==> config.mk <==
export PLATFORM = sky130hd
export DESIGN_NAME = flash_self_program
export DESIGN_NICKNAME = d
export VERILOG_FILES = /design/src/verilog/spm_pkg.sv /design/src/verilog/flash_self_program.sv
export SDC_FILE = /design/constraint.sdc
export NUM_CORES = 1
export LEC_CHECK = 0
export ABC_AREA = 0
export BUFFER_PORTS_ARGS = -buffer_cell sky130_fd_sc_hd__buf_2
export CORE_MARGIN = 2
export CORE_UTILIZATION = 61
export CTS_CLUSTER_DIAMETER = 80
export DETAILED_ROUTE_END_ITERATION = 16
export PLACE_DENSITY_LB_ADDON = 0.2
export SYNTH_ARGS = -nofsm -noshare
export SYNTH_HDL_FRONTEND = slang
export SYNTH_SLANG_ARGS = --single-unit
==> constraint.sdc <==
create_clock -name clk -period 4.6 [get_ports clk]
set_input_delay 0.69 -clock clk [delete_from_list [all_inputs] [get_ports clk]]
set_output_delay 0.69 -clock clk [all_outputs]
set_load 0.01 [all_outputs]
==> src/verilog/spm_pkg.sv <==
// Constants, types and carriers shared by the flash self-programming control logic.
// How it works
// - Unprogrammed boot fuse resets to address zero; programmed fuse resets to boot loader.
// - Processor has no path to change the boot vector select fuse.
// - Ready interrupt requests continuously while enabled, global flag set, store enable clear.
// - Busy flag sets when erase or write to read-while-write section starts; blocks reads.
// - Busy flag clears on completed read-enable command or on buffer load start.
// - Read-enable command re-enables section reads; ignored while erase or write runs.
// - Read-enable write during buffer loading aborts load and discards buffered data.
// - Lock-set store within four cycles programs boot lock bits from low data.
// - Program load within three cycles after lock set returns lock or fuse bits.
// - Page-write store within four cycles writes buffer to page named by pointer.
// - Page-erase store within four cycles erases page named by pointer upper bits.
// - Erase or write to no-read-while-write section halts the CPU throughout.
// - Erase or write to read-while-write section keeps other section fetches working.
// - Store enable alone makes next store load data pair into addressed buffer word.
// - Store enable clears after store or four idle cycles; held during erase/write (the code also holds it after a lock-set store until flash_done).
// - Only five low-five-bit patterns are commands; any other write starts no operation.
// - Sixteen-bit pointer: low bits pick word in page, high bits pick page.
// - Target address is latched when an operation starts; later pointer changes ignored.
// - Program loads use pointer bit zero as byte select.
// - Buffer words may be loaded in any order.
// - Page erase uses only the page field of the pointer.
// - Buffer clears after page write, read-enable command and system reset.
// - EEPROM write in progress blocks flash programming and fuse and lock reads.
package spm_pkg;

  // ==========================================================================
  // Register map and fields
  localparam logic [3:0] CTRL_OFFSET = 4'h0;
  localparam logic [7:0] CTRL_RESET = 8'h00;
  localparam int IRQ_EN_BIT = 7;
  localparam int BUSY_BIT = 6;
  localparam int RESERVED_BIT = 5;
  localparam logic [4:0] CMD_RWWRE = 5'h11;
  localparam logic [4:0] CMD_LOCK = 5'h09;
  localparam logic [4:0] CMD_WRITE = 5'h05;
  localparam logic [4:0] CMD_ERASE = 5'h03;
  localparam logic [4:0] CMD_LOAD = 5'h01;

  // ==========================================================================
  // Timing and reset values
  localparam logic [2:0] STORE_WINDOW = 3'h4;
  localparam logic [2:0] LOAD_WINDOW = 3'h3;
  localparam logic [15:0] APP_RESET_ADDR = 16'h0000;
  localparam logic [15:0] ERASED_WORD = 16'hFFFF;

  // ==========================================================================
  // Types
  typedef enum logic [1:0] {IDLE, ARMED, BUSY} seq_state_type;
  typedef enum logic [2:0] {OP_LOAD, OP_ERASE, OP_WRITE, OP_RWWRE, OP_LOCK} op_type;

  typedef struct packed {
    logic store;
    logic load_prog;
    logic [15:0] ptr;
    logic [15:0] data;
  } cpu_req_type;

  typedef struct packed {
    logic [7:0] lock;
    logic [7:0] fuse_low;
    logic [7:0] fuse_high;
    logic [7:0] fuse_ext;
  } fuse_bank_type;

  typedef struct packed {
    logic erase;
    logic write;
    logic lock_prog;
    logic [15:0] addr;
    logic [7:0] lock_data;
  } flash_req_type;

endpackage

==> src/verilog/flash_self_program.sv <==
// Flash self-programming sequencer: control register, command windows, page buffer and busy tracking.
//
// The implementer's own choices: strobed register access and the register addresses.
`timescale 1ns/1ps
module flash_self_program #(
  parameter int PAGE_WORD_BITS = 6,
  parameter logic [15:0] BOOT_RESET_ADDR = 16'h1C00,
  parameter logic [15:0] NO_READ_WHILE_WRITE_SECTION_FIRST_WORD = 16'h1C00
) (
  input wire logic clk,
  input wire logic rst_b,
  input wire logic [3:0] reg_addr,
  input wire logic [7:0] reg_wdata,
  input wire logic reg_wr,
  input wire logic reg_rd,
  output logic [7:0] reg_rdata,
  input wire spm_pkg::cpu_req_type cpu,
  input wire logic global_irq_enable,
  input wire logic eeprom_busy,
  input wire logic boot_vector_select_fuse,
  input wire spm_pkg::fuse_bank_type fuses,
  input wire logic flash_done,
  input wire logic [PAGE_WORD_BITS-1:0] buf_index,
  output logic [15:0] buf_data,
  output logic [15:0] reset_vector,
  output spm_pkg::flash_req_type flash_req,
  output logic cpu_halt,
  output logic rww_read_block,
  output logic lpm_special,
  output logic [7:0] lpm_data,
  output logic ready_irq
);

  localparam int WORDS = 1 << PAGE_WORD_BITS;

  // ==========================================================================
  // Reset release.
  logic rst_meta_ff;
  logic rst_sync_ff;

  always_ff @(posedge clk or negedge rst_b) begin
    if (!rst_b) begin
      rst_meta_ff <= 1'b0;
      rst_sync_ff <= 1'b0;
    end else begin
      rst_meta_ff <= 1'b1;
      rst_sync_ff <= rst_meta_ff;
    end
  end

  logic rst_n;
  assign rst_n = rst_sync_ff;

  // ==========================================================================
  // Command decode.
  spm_pkg::seq_state_type state_ff;
  spm_pkg::op_type op_ff;
  logic [2:0] win_ff;
  logic irq_en_ff;
  logic busy_flag_ff;
  logic ctrl_write;
  logic legal_cmd;
  logic cmd_start;
  logic armed;
  logic store_hit;
  logic lpm_hit;
  logic timeout;
  logic buf_clear;
  logic op_to_rww;
  logic [15:0] page_ptr;
  logic [15:0] page_mask;
  logic [PAGE_WORD_BITS-1:0] word_sel;

  assign ctrl_write = reg_wr && (reg_addr == spm_pkg::CTRL_OFFSET);
  assign legal_cmd = (reg_wdata[4:0] == spm_pkg::CMD_RWWRE) || (reg_wdata[4:0] == spm_pkg::CMD_LOCK) ||
                     (reg_wdata[4:0] == spm_pkg::CMD_WRITE) || (reg_wdata[4:0] == spm_pkg::CMD_ERASE) ||
                     (reg_wdata[4:0] == spm_pkg::CMD_LOAD);
  // Commands are accepted only from idle, so a read-enable cannot act while erase or write runs.
  assign cmd_start = ctrl_write && legal_cmd && !eeprom_busy && (state_ff == spm_pkg::IDLE);
  assign armed = (state_ff == spm_pkg::ARMED);
  assign store_hit = armed && cpu.store && (win_ff < spm_pkg::STORE_WINDOW);
  assign lpm_hit = armed && (op_ff == spm_pkg::OP_LOCK) && cpu.load_prog && !cpu.store &&
                   !eeprom_busy && (win_ff < spm_pkg::LOAD_WINDOW);
  assign timeout = armed && !store_hit && !lpm_hit && (win_ff == spm_pkg::STORE_WINDOW - 3'h1);
  assign page_mask = ~16'((1 << (PAGE_WORD_BITS + 1)) - 1);
  assign page_ptr = cpu.ptr & page_mask;
  assign word_sel = cpu.ptr[PAGE_WORD_BITS:1];
  assign op_to_rww = page_ptr[15:1] < NO_READ_WHILE_WRITE_SECTION_FIRST_WORD[14:0];
  assign buf_clear = (cmd_start && (reg_wdata[4:0] == spm_pkg::CMD_RWWRE)) ||
                     (state_ff == spm_pkg::BUSY && flash_done && op_ff == spm_pkg::OP_WRITE);

  // ==========================================================================
  // Sequencer state and window counter.
  always_ff @(posedge clk or negedge rst_n) begin
    if (!rst_n) begin
      state_ff <= spm_pkg::IDLE;
      op_ff <= spm_pkg::OP_LOAD;
      win_ff <= 3'h0;
    end else begin
      unique case (state_ff)
        spm_pkg::IDLE: begin
          win_ff <= 3'h0;
          if (cmd_start) begin
            state_ff <= spm_pkg::ARMED;
            unique case (reg_wdata[4:0])
              spm_pkg::CMD_RWWRE: op_ff <= spm_pkg::OP_RWWRE;
              spm_pkg::CMD_LOCK: op_ff <= spm_pkg::OP_LOCK;
              spm_pkg::CMD_WRITE: op_ff <= spm_pkg::OP_WRITE;
              spm_pkg::CMD_ERASE: op_ff <= spm_pkg::OP_ERASE;
              default: op_ff <= spm_pkg::OP_LOAD;
            endcase
          end
        end
        spm_pkg::ARMED: begin
          win_ff <= win_ff + 3'h1;
          if (store_hit) begin
            if (op_ff == spm_pkg::OP_ERASE || op_ff == spm_pkg::OP_WRITE || op_ff == spm_pkg::OP_LOCK) begin
              state_ff <= spm_pkg::BUSY;
            end else begin
              state_ff <= spm_pkg::IDLE;
            end
          end else if (lpm_hit || timeout) begin
            state_ff <= spm_pkg::IDLE;
          end
        end
        spm_pkg::BUSY: begin
          if (flash_done) begin
            state_ff <= spm_pkg::IDLE;
          end
        end
        default: state_ff <= spm_pkg::IDLE;
      endcase
    end
  end

  // ==========================================================================
  // Interrupt enable and ready request.
  always_ff @(posedge clk or negedge rst_n) begin
    if (!rst_n) begin
      irq_en_ff <= spm_pkg::CTRL_RESET[spm_pkg::IRQ_EN_BIT];
    end else if (ctrl_write) begin
      irq_en_ff <= reg_wdata[spm_pkg::IRQ_EN_BIT];
    end
  end

  always_ff @(posedge clk or negedge rst_n) begin
    if (!rst_n) begin
      ready_irq <= 1'b0;
    end else begin
      ready_irq <= irq_en_ff && global_irq_enable && (state_ff == spm_pkg::IDLE);
    end
  end

  // ==========================================================================
  // Section busy flag, CPU halt and latched flash request.
  always_ff @(posedge clk or negedge rst_n) begin
    if (!rst_n) begin
      busy_flag_ff <= 1'b0;
    end else if (store_hit && (op_ff == spm_pkg::OP_ERASE || op_ff == spm_pkg::OP_WRITE) && op_to_rww) begin
      busy_flag_ff <= 1'b1;
    end else if (store_hit && (op_ff == spm_pkg::OP_LOAD || op_ff == spm_pkg::OP_RWWRE)) begin
      busy_flag_ff <= 1'b0;
    end
  end

  assign rww_read_block = busy_flag_ff;

  always_ff @(posedge clk or negedge rst_n) begin
    if (!rst_n) begin
      cpu_halt <= 1'b0;
    end else if (store_hit && (op_ff == spm_pkg::OP_ERASE || op_ff == spm_pkg::OP_WRITE)) begin
      cpu_halt <= !op_to_rww;
    end else if (state_ff == spm_pkg::BUSY && flash_done) begin
      cpu_halt <= 1'b0;
    end
  end

  always_ff @(posedge clk or negedge rst_n) begin
    if (!rst_n) begin
      flash_req <= '0;
    end else begin
      flash_req.erase <= store_hit && (op_ff == spm_pkg::OP_ERASE);
      flash_req.write <= store_hit && (op_ff == spm_pkg::OP_WRITE);
      flash_req.lock_prog <= store_hit && (op_ff == spm_pkg::OP_LOCK);
      if (store_hit && (op_ff == spm_pkg::OP_ERASE || op_ff == spm_pkg::OP_WRITE)) begin
        flash_req.addr <= page_ptr;
      end
      if (store_hit && (op_ff == spm_pkg::OP_LOCK)) begin
        flash_req.lock_data <= cpu.data[7:0];
      end
    end
  end

  // ==========================================================================
  // Fuse and lock readback for program loads.
  always_ff @(posedge clk or negedge rst_n) begin
    if (!rst_n) begin
      lpm_special <= 1'b0;
      lpm_data <= 8'h00;
    end else begin
      lpm_special <= lpm_hit;
      if (lpm_hit) begin
        unique case (cpu.ptr[1:0])
          2'h0: lpm_data <= fuses.fuse_low;
          2'h1: lpm_data <= fuses.lock;
          2'h2: lpm_data <= fuses.fuse_ext;
          default: lpm_data <= fuses.fuse_high;
        endcase
      end
    end
  end

  // ==========================================================================
  // Page buffer: random-order word loads, one write per word until cleared.
  logic [15:0] buf_mem [WORDS];
  logic [WORDS-1:0] buf_valid_ff;
  logic buf_load;

  assign buf_load = store_hit && (op_ff == spm_pkg::OP_LOAD);

  generate
    for (genvar i = 0; i < WORDS; i++) begin : g_word
      always_ff @(posedge clk or negedge rst_n) begin
        if (!rst_n) begin
          buf_valid_ff[i] <= 1'b0;
        end else if (buf_clear) begin
          buf_valid_ff[i] <= 1'b0;
        end else if (buf_load && (word_sel == PAGE_WORD_BITS'(i))) begin
          buf_valid_ff[i] <= 1'b1;
        end
      end

      always_ff @(posedge clk) begin
        if (buf_load && !buf_valid_ff[i] && (word_sel == PAGE_WORD_BITS'(i))) begin
          buf_mem[i] <= cpu.data;
        end
      end
    end
  endgenerate

  always_ff @(posedge clk or negedge rst_n) begin
    if (!rst_n) begin
      buf_data <= spm_pkg::ERASED_WORD;
    end else begin
      buf_data <= buf_valid_ff[buf_index] ? buf_mem[buf_index] : spm_pkg::ERASED_WORD;
    end
  end

  // ==========================================================================
  // Reset vector; the fuse is only an input, so the processor cannot alter it.
  always_ff @(posedge clk or negedge rst_n) begin
    if (!rst_n) begin
      reset_vector <= spm_pkg::APP_RESET_ADDR;
    end else begin
      reset_vector <= boot_vector_select_fuse ? spm_pkg::APP_RESET_ADDR : BOOT_RESET_ADDR;
    end
  end

  // ==========================================================================
  // Register read port.
  logic [7:0] ctrl_view;
  logic sen;

  assign sen = (state_ff != spm_pkg::IDLE);
  assign ctrl_view = {irq_en_ff, busy_flag_ff, 1'b0, sen && (op_ff == spm_pkg::OP_RWWRE),
                      sen && (op_ff == spm_pkg::OP_LOCK), sen && (op_ff == spm_pkg::OP_WRITE),
                      sen && (op_ff == spm_pkg::OP_ERASE), sen};

  always_ff @(posedge clk or negedge rst_n) begin
    if (!rst_n) begin
      reg_rdata <= 8'h00;
    end else if (reg_rd && (reg_addr == spm_pkg::CTRL_OFFSET)) begin
      reg_rdata <= ctrl_view;
    end else begin
      reg_rdata <= 8'h00;
    end
  end

endmodule

==> flow_metrics.env, run 1 <==
export IMPL_yosysMostFrequentCell="edfxtp_1"
export IMPL_via_per_inst=6.49
export IMPL_critPathSlowestCell="nor4b_4"
export IMPL_finClkSkew_ps=21.5
export IMPL_insertion_delay_ps=670
export IMPL_grt_usage_pct=27.5
export IMPL_critPathRequiredTime_ps=4920
export IMPL_fin_util_pct=69.8
export IMPL_tightestPinTransition_ps=1350
export IMPL_syn_cell_area_um2=44900
export IMPL_cts_clk_slew_worst_paths_ps=60
export IMPL_synth_top_cell_area_share_pct=68.5
export IMPL_fillers=4416
export IMPL_final_area_um2=50900
export IMPL_fmax_mhz=307
export IMPL_ir_drop_mv=0.305
export IMPL_period_share_pct=70.7
export IMPL_gp_congestion=0.891
export IMPL_p_per_area_nw_per_um2=425
export IMPL_hold_viol_final=0
export IMPL_path_depth=5
export IMPL_cts_tree="built"
export IMPL_relSlewSlack_pct=10.1
export IMPL_cts_resized=0
export IMPL_critPathMaxFanout=16
export IMPL_root_buffer="clkbuf_16"
export IMPL_hpwlAfterDp_mm=57.0
export IMPL_power_mw=21.6
export IMPL_drt_iter0_markers=2552
export IMPL_grt_pass1_wl_mm=149
export IMPL_die_area_um2=75800
export IMPL_synth_cells=2184
export IMPL_cts_setup_buffers=0
export IMPL_grt_pass1_vias=23100
export IMPL_die_y_um=275
export IMPL_async_reset_ff_share_pct=11.3
export IMPL_min_period_ps=3250
export IMPL_status="finished, final reports clean"
export IMPL_hold_class="register to async pin"
export IMPL_ys_ff_latch=1155
export IMPL_cts_buffers=110
export IMPL_drv_cap=0
export IMPL_timing_hold_ws_ps=155
export IMPL_antenna_found_initial=9
export IMPL_rows=99
export IMPL_crit_arrival_ps=3570
export IMPL_placed_area_um2=47300
export IMPL_ios=171
export IMPL_path_buf_inv=1
export IMPL_synth_area_top_cells="edfxtp_1 68%, mux4_2 14%, dfrtp_1 6.4%"
export IMPL_io_buffers=147
export IMPL_dr_pass1_iters=7
export IMPL_via_count=22500
export IMPL_crit_type="register to register"
export IMPL_setup_viol=0
export IMPL_cts_buffer_depth=3
export IMPL_drv_slew=0
export IMPL_synth_edf_count=1024
export IMPL_drt_total_wl_mm=101
export IMPL_ant_nets=0
export IMPL_ys_flop_type="edfxtp_1"
export IMPL_critical_path_top_delay_family="simple AND/OR/NAND/NOR gates"
export IMPL_syn_area_per_cell_um2=20.6
export IMPL_path_cells="nand4bb_1, nor4b_4, nand3b_1, nor3_2, buf_4"
export IMPL_p_leak_nw=17.2
export IMPL_grt_ovfl_total=0
export IMPL_coreArea_um2=73000
export IMPL_rsz0062_at_grt="false"
export IMPL_die_x_um=275
export IMPL_critPathMaxStageDelay_ps=730
export IMPL_synthDistinctLibCells=52
export IMPL_cp_end_kind="register"
export IMPL_start_kind="register"
export IMPL_fin_tns_setup_ps=0
export IMPL_htreeDepth=3
export IMPL_cts_sinks=1155
export IMPL_nets=2515
export IMPL_post_route_cells_drive_above_1_share_pct=32.1
export IMPL_synth_area_leader_cell="edfxtp_1"
export IMPL_netlist_top_cells_count="1024 x edfxtp_1, 280 x mux4_2, 160 x a22oi_1"
export IMPL_wl_per_cell_um=29.1
export IMPL_grt_max_degree=122
export IMPL_syn_to_final_growth_pct=13.4
export IMPL_drc=0
export IMPL_worst_r2r_path_depth=5
export IMPL_start_util_pct=61.5
export IMPL_synth_warnings=0
export IMPL_ys_seq_area_share_pct=75.8
## worst reg2reg max path, stage by stage, from the launching register on
cell,delay (ps)
dfrtp_1,490
nand4bb_1,430
nor4b_4,730
nand3b_1,600
nor3_2,290
buf_4,350
## through the flow
step | setup slack (ps) | instances
after floorplan | 708 | 2204
after global placement | 1100 | 3267
after detailed placement | 1090 | 3267
after CTS | 1400 | 3470
after global routing | 1190 | 3470
final | 1350 | 3472
## cells in the final DEF (no fill, tap or decap), drive strengths merged, types with 3 or more instances in the layout
cell	instances
bufinv	11
a22oi	160
mux4	280
mux2	21
o21ai	5
edfxtp	1024
conb	22
nand3	27
nor2	75
nand3b	7
dfstp	16
nor3	76
xnor2	3
nand2	99
clkbuf	149
inv	10
o22ai	3
o21a	64
buf	253
nor2b	6
mux2i	6
dfrtp	115
clkinv	40
nand2b	4
## final cells by class
cell class / instances / area [um2] / share of cell area, %
inverters: 10 / 37.5 / 0.0737
clock inverters: 53 / 532 / 1.04
clock buffers: 149 / 3060 / 6.02
well taps: 959 / 1200 / 2.36
multi-input cells: 890 / 10400 / 20.4
flip-flops and latches: 1155 / 34100 / 66.9
diodes: 2 / 5.00 / 0.00983
repair buffers: 254 / 1660 / 3.26
## state kept, by name (all words and copies together), names as in the netlist
register,flops
buf_valid_ff,64
lpm_data,8
reset_vector,1
ready_irq,1
rst_meta_ff,1
irq_en_ff,1
buf_mem,1024
rww_read_block,1
rst_n,1
state_ff,2
buf_data,16
op_ff,3
win_ff,3
lpm_special,1
reg_rdata,7
flash_req,20
cpu_halt,1
## power by group
part	internal [mW]	leakage [nW]	switching, mW
registers	11.5	11.0	0.0517
logic	0.408	4.47	0.702
clock network	5.26	1.78	3.72
total	17.2	17.2	4.48
## timing repair
action / 4_1_cts / 5_1_grt
hold buffers: 1 / 0
hold endpoints to repair: 2 / 0
setup endpoints to repair: 0 / 0
## final timing paths
kind | slack [ps] | end | startpoint
worst max register to register | 1350 | buf_mem[0][9] | state_ff[1]
worst min-delay path | 160 | lpm_data[1] | rst_n
max in group asynchronous | 3510 | buf_valid_ff[49] | rst_n
worst max-delay path | 1350 | buf_mem[0][9] | state_ff[1]
worst min register to register | 160 | lpm_data[1] | rst_n
min in group clk | 160 | reset_vector[11] | boot_vector_select_fuse
## kinds of logic (layout without fill, tap and decap cells)
logic type,after synthesis,count (layout),share of synthesized area [%]
adder cells (fa/ha/maj),3,3,0.0780
multiplexers,307,307,14.7
AO/OA/AOI/OAI,243,243,4.07
other,2,24,0.0167
XOR/XNOR,3,3,0.0585
AND/OR/NAND/NOR,312,312,3.21
flip-flops,1155,1155,75.8
buffers and inverters,159,466,2.02
## layer usage
| metal | global-route usage, % | wire, um | vias to the layer above | part of all wire (%) |
|---|---|---|---|---|
| met5 | 0 | 94 | - | 0.093 |
| met4 | 7.98 | 2490 | 14 | 2.5 |
| met3 | 5.65 | 9070 | 167 | 9.0 |
| met2 | 44.5 | 50100 | 1009 | 50 |
| met1 | 38.9 | 39400 | 11900 | 39 |
| li1 | - | - | 9447 | - |
(Power assumes the default switching activity.)
==> inputs of run 2 (changes only) <==
clock period = 3.1 ns   (was 4.6 ns; I/O delays follow)
==> run 2 against run 1 <==
Compared with the run above:
- cell area up 1.7%
- combinational power up 56%
- count of clock-buffer cells in the layout down 1
- power up 50%
- utilization up 1.2 points
- hold slack worse by 120 ps
- setup slack worse by 1100 ps
- critical endpoint is now buf_mem[31][8]
==> flow_metrics.env, run 2 (synthesis results as in run 1) <==
export IMPL_status="finished, final reports clean"
export IMPL_placed_area_um2=48000
export IMPL_die_x_um=275
export IMPL_syn_to_final_growth_pct=15.4
export IMPL_min_period_ps=2840
export IMPL_start_util_pct=61.5
export IMPL_drv_slew=0
export IMPL_antenna_found_initial=8
export IMPL_drt_total_wl_mm=102
export IMPL_ant_nets=0
export IMPL_final_cells=3556
export IMPL_mostFrequentLayoutCell="edfxtp_1"
export IMPL_via_per_inst=6.45
export IMPL_rsz0062_at_grt="false"
export IMPL_p_leak_nw=17.7
export IMPL_grt_max_degree=66
export IMPL_insertion_delay_ps=680
export IMPL_grt_ovfl_total=0
export IMPL_drc=0
export IMPL_hold_viol_final=0
export IMPL_cts_buffer_depth=3
export IMPL_post_route_cells_drive_above_1_share_pct=34.2
export IMPL_finClkSkew_ps=27.7
export IMPL_fmax_mhz=352
export IMPL_fin_util_pct=71.0
export IMPL_critPathMaxFanout=16
export IMPL_hold_class="input pin to register"
export IMPL_grt_pass1_vias=23700
export IMPL_cts_buffers=111
export IMPL_dr_pass1_iters=5
export IMPL_grt_pass1_wl_mm=151
export IMPL_place_ws_ps=189
export IMPL_drv_cap=0
export IMPL_die_y_um=275
export IMPL_ios=171
export IMPL_fin_ws_ps=262
export IMPL_antenna_cells=0
export IMPL_io_buffers=147
export IMPL_htreeDepth=3
export IMPL_cts_sinks=1155
export IMPL_setup_viol=0
export IMPL_ir_drop_mv=0.479
export IMPL_drt_iter0_markers=2356
export IMPL_wl_per_cell_um=28.6
export IMPL_rows=99
export IMPL_nets=2595
export IMPL_start_kind="register"
export IMPL_root_buffer="clkbuf_16"
export IMPL_largest_reg_flops=1024
export IMPL_cts_tree="built"
export IMPL_via_count=22900
export IMPL_final_cell_mix="1024 x edfxtp_1, 280 x mux4_2, 162 x buf_4"
export IMPL_regMostFlops="buf_mem"
export IMPL_gp_congestion=0.927
export IMPL_crit_arrival_ps=3180
export IMPL_relSlewSlack_pct=10.9
export IMPL_dp_cells=3344
export IMPL_grt_usage_pct=27.6
export IMPL_coreArea_um2=73000
export IMPL_reg_largest_list="buf_mem x1024, buf_valid_ff x64, flash_req x20"
export IMPL_period_share_pct=91.6
export IMPL_critPathRequiredTime_ps=3450
export IMPL_p_per_area_nw_per_um2=628
export IMPL_crit_type="register to register"
export IMPL_hpwlAfterDp_mm=61.6
export IMPL_cp_end_kind="register"
export IMPL_final_area_um2=51800
export IMPL_cts_clk_slew_worst_paths_ps=60
export IMPL_tightestPinTransition_ps=1330
export IMPL_die_area_um2=75800
## run 2: cell count changes in the layout (fill, tap and decap cells not counted), moves of 2 or more
cell / delta
bufinv_16: +2
buf_12: +13
dlygate4sd3_1: +2
diode_2: -2
clkinv_1: +2
clkinv_8: +3
buf_4: +64
## run 2: timing repair
action | CTS | global route
setup buffers | 0 | 0
endpoints found under the setup margin | 0 | 0
resized for setup | 0 | 0
hold buffers | 3 | 0
endpoints found under the hold margin | 4 | 0
## run 2: power by group
group          total [mW]  switching [mW]  internal, mW
Sequential           17.1          0.0853          17.0
Clock                13.7            5.67          8.00
Combinational        1.73            1.05         0.673
## run 2: final timing paths
kind / start / to / slack (ps) / cells after the start
setup / recovery: state_ff[1] / buf_mem[31][8] / 260 / 6
hold / removal: cpu[23] / flash_req[15] / 30 / 2
setup reg to reg: state_ff[1] / buf_mem[31][8] / 260 / 6
hold reg to reg: rst_meta_ff / rst_n / 360 / 0
max in group asynchronous: rst_n / buf_data[2] / 1920 / 1
min in group asynchronous: rst_b / rst_n / 110 / 2
## run 2: critical path: stages (launching register included)
cell	delay, ps
dfrtp_1	490
nor4bb_1	450
and4_1	620
nand4_1	240
buf_4	220
nor3_2	170
buf_4	320
## run 2: metal layers
| layer | global-route usage, % | wire (um) |
|---|---|---|
| met1 | 38.4 | 39900 |
| met2 | 44.8 | 50000 |
| met3 | 6.15 | 8500 |
| met4 | 8.58 | 3110 |
| met5 | 0 | 80 |
## run 2: stage by stage
stage	TNS, ps	power [mW]	hold slack [ps]
floorplan	-15740	18.4	169
global placement	0	19.1	251
detailed placement	0	19.2	250
CTS	0	32.7	1.84
global route	0	33.4	18.1
finish	0	32.5	33.5
## run 2: area by class of cell
type                       count  area (um2)
multi-input combinational    890       10400
inverter                      10        37.5
clock inverter                61         676
fill                        4357       21200
tap                          959        1200
timing repair buffer         333        2420
sequential                  1155       34100
clock buffer                 148        3050
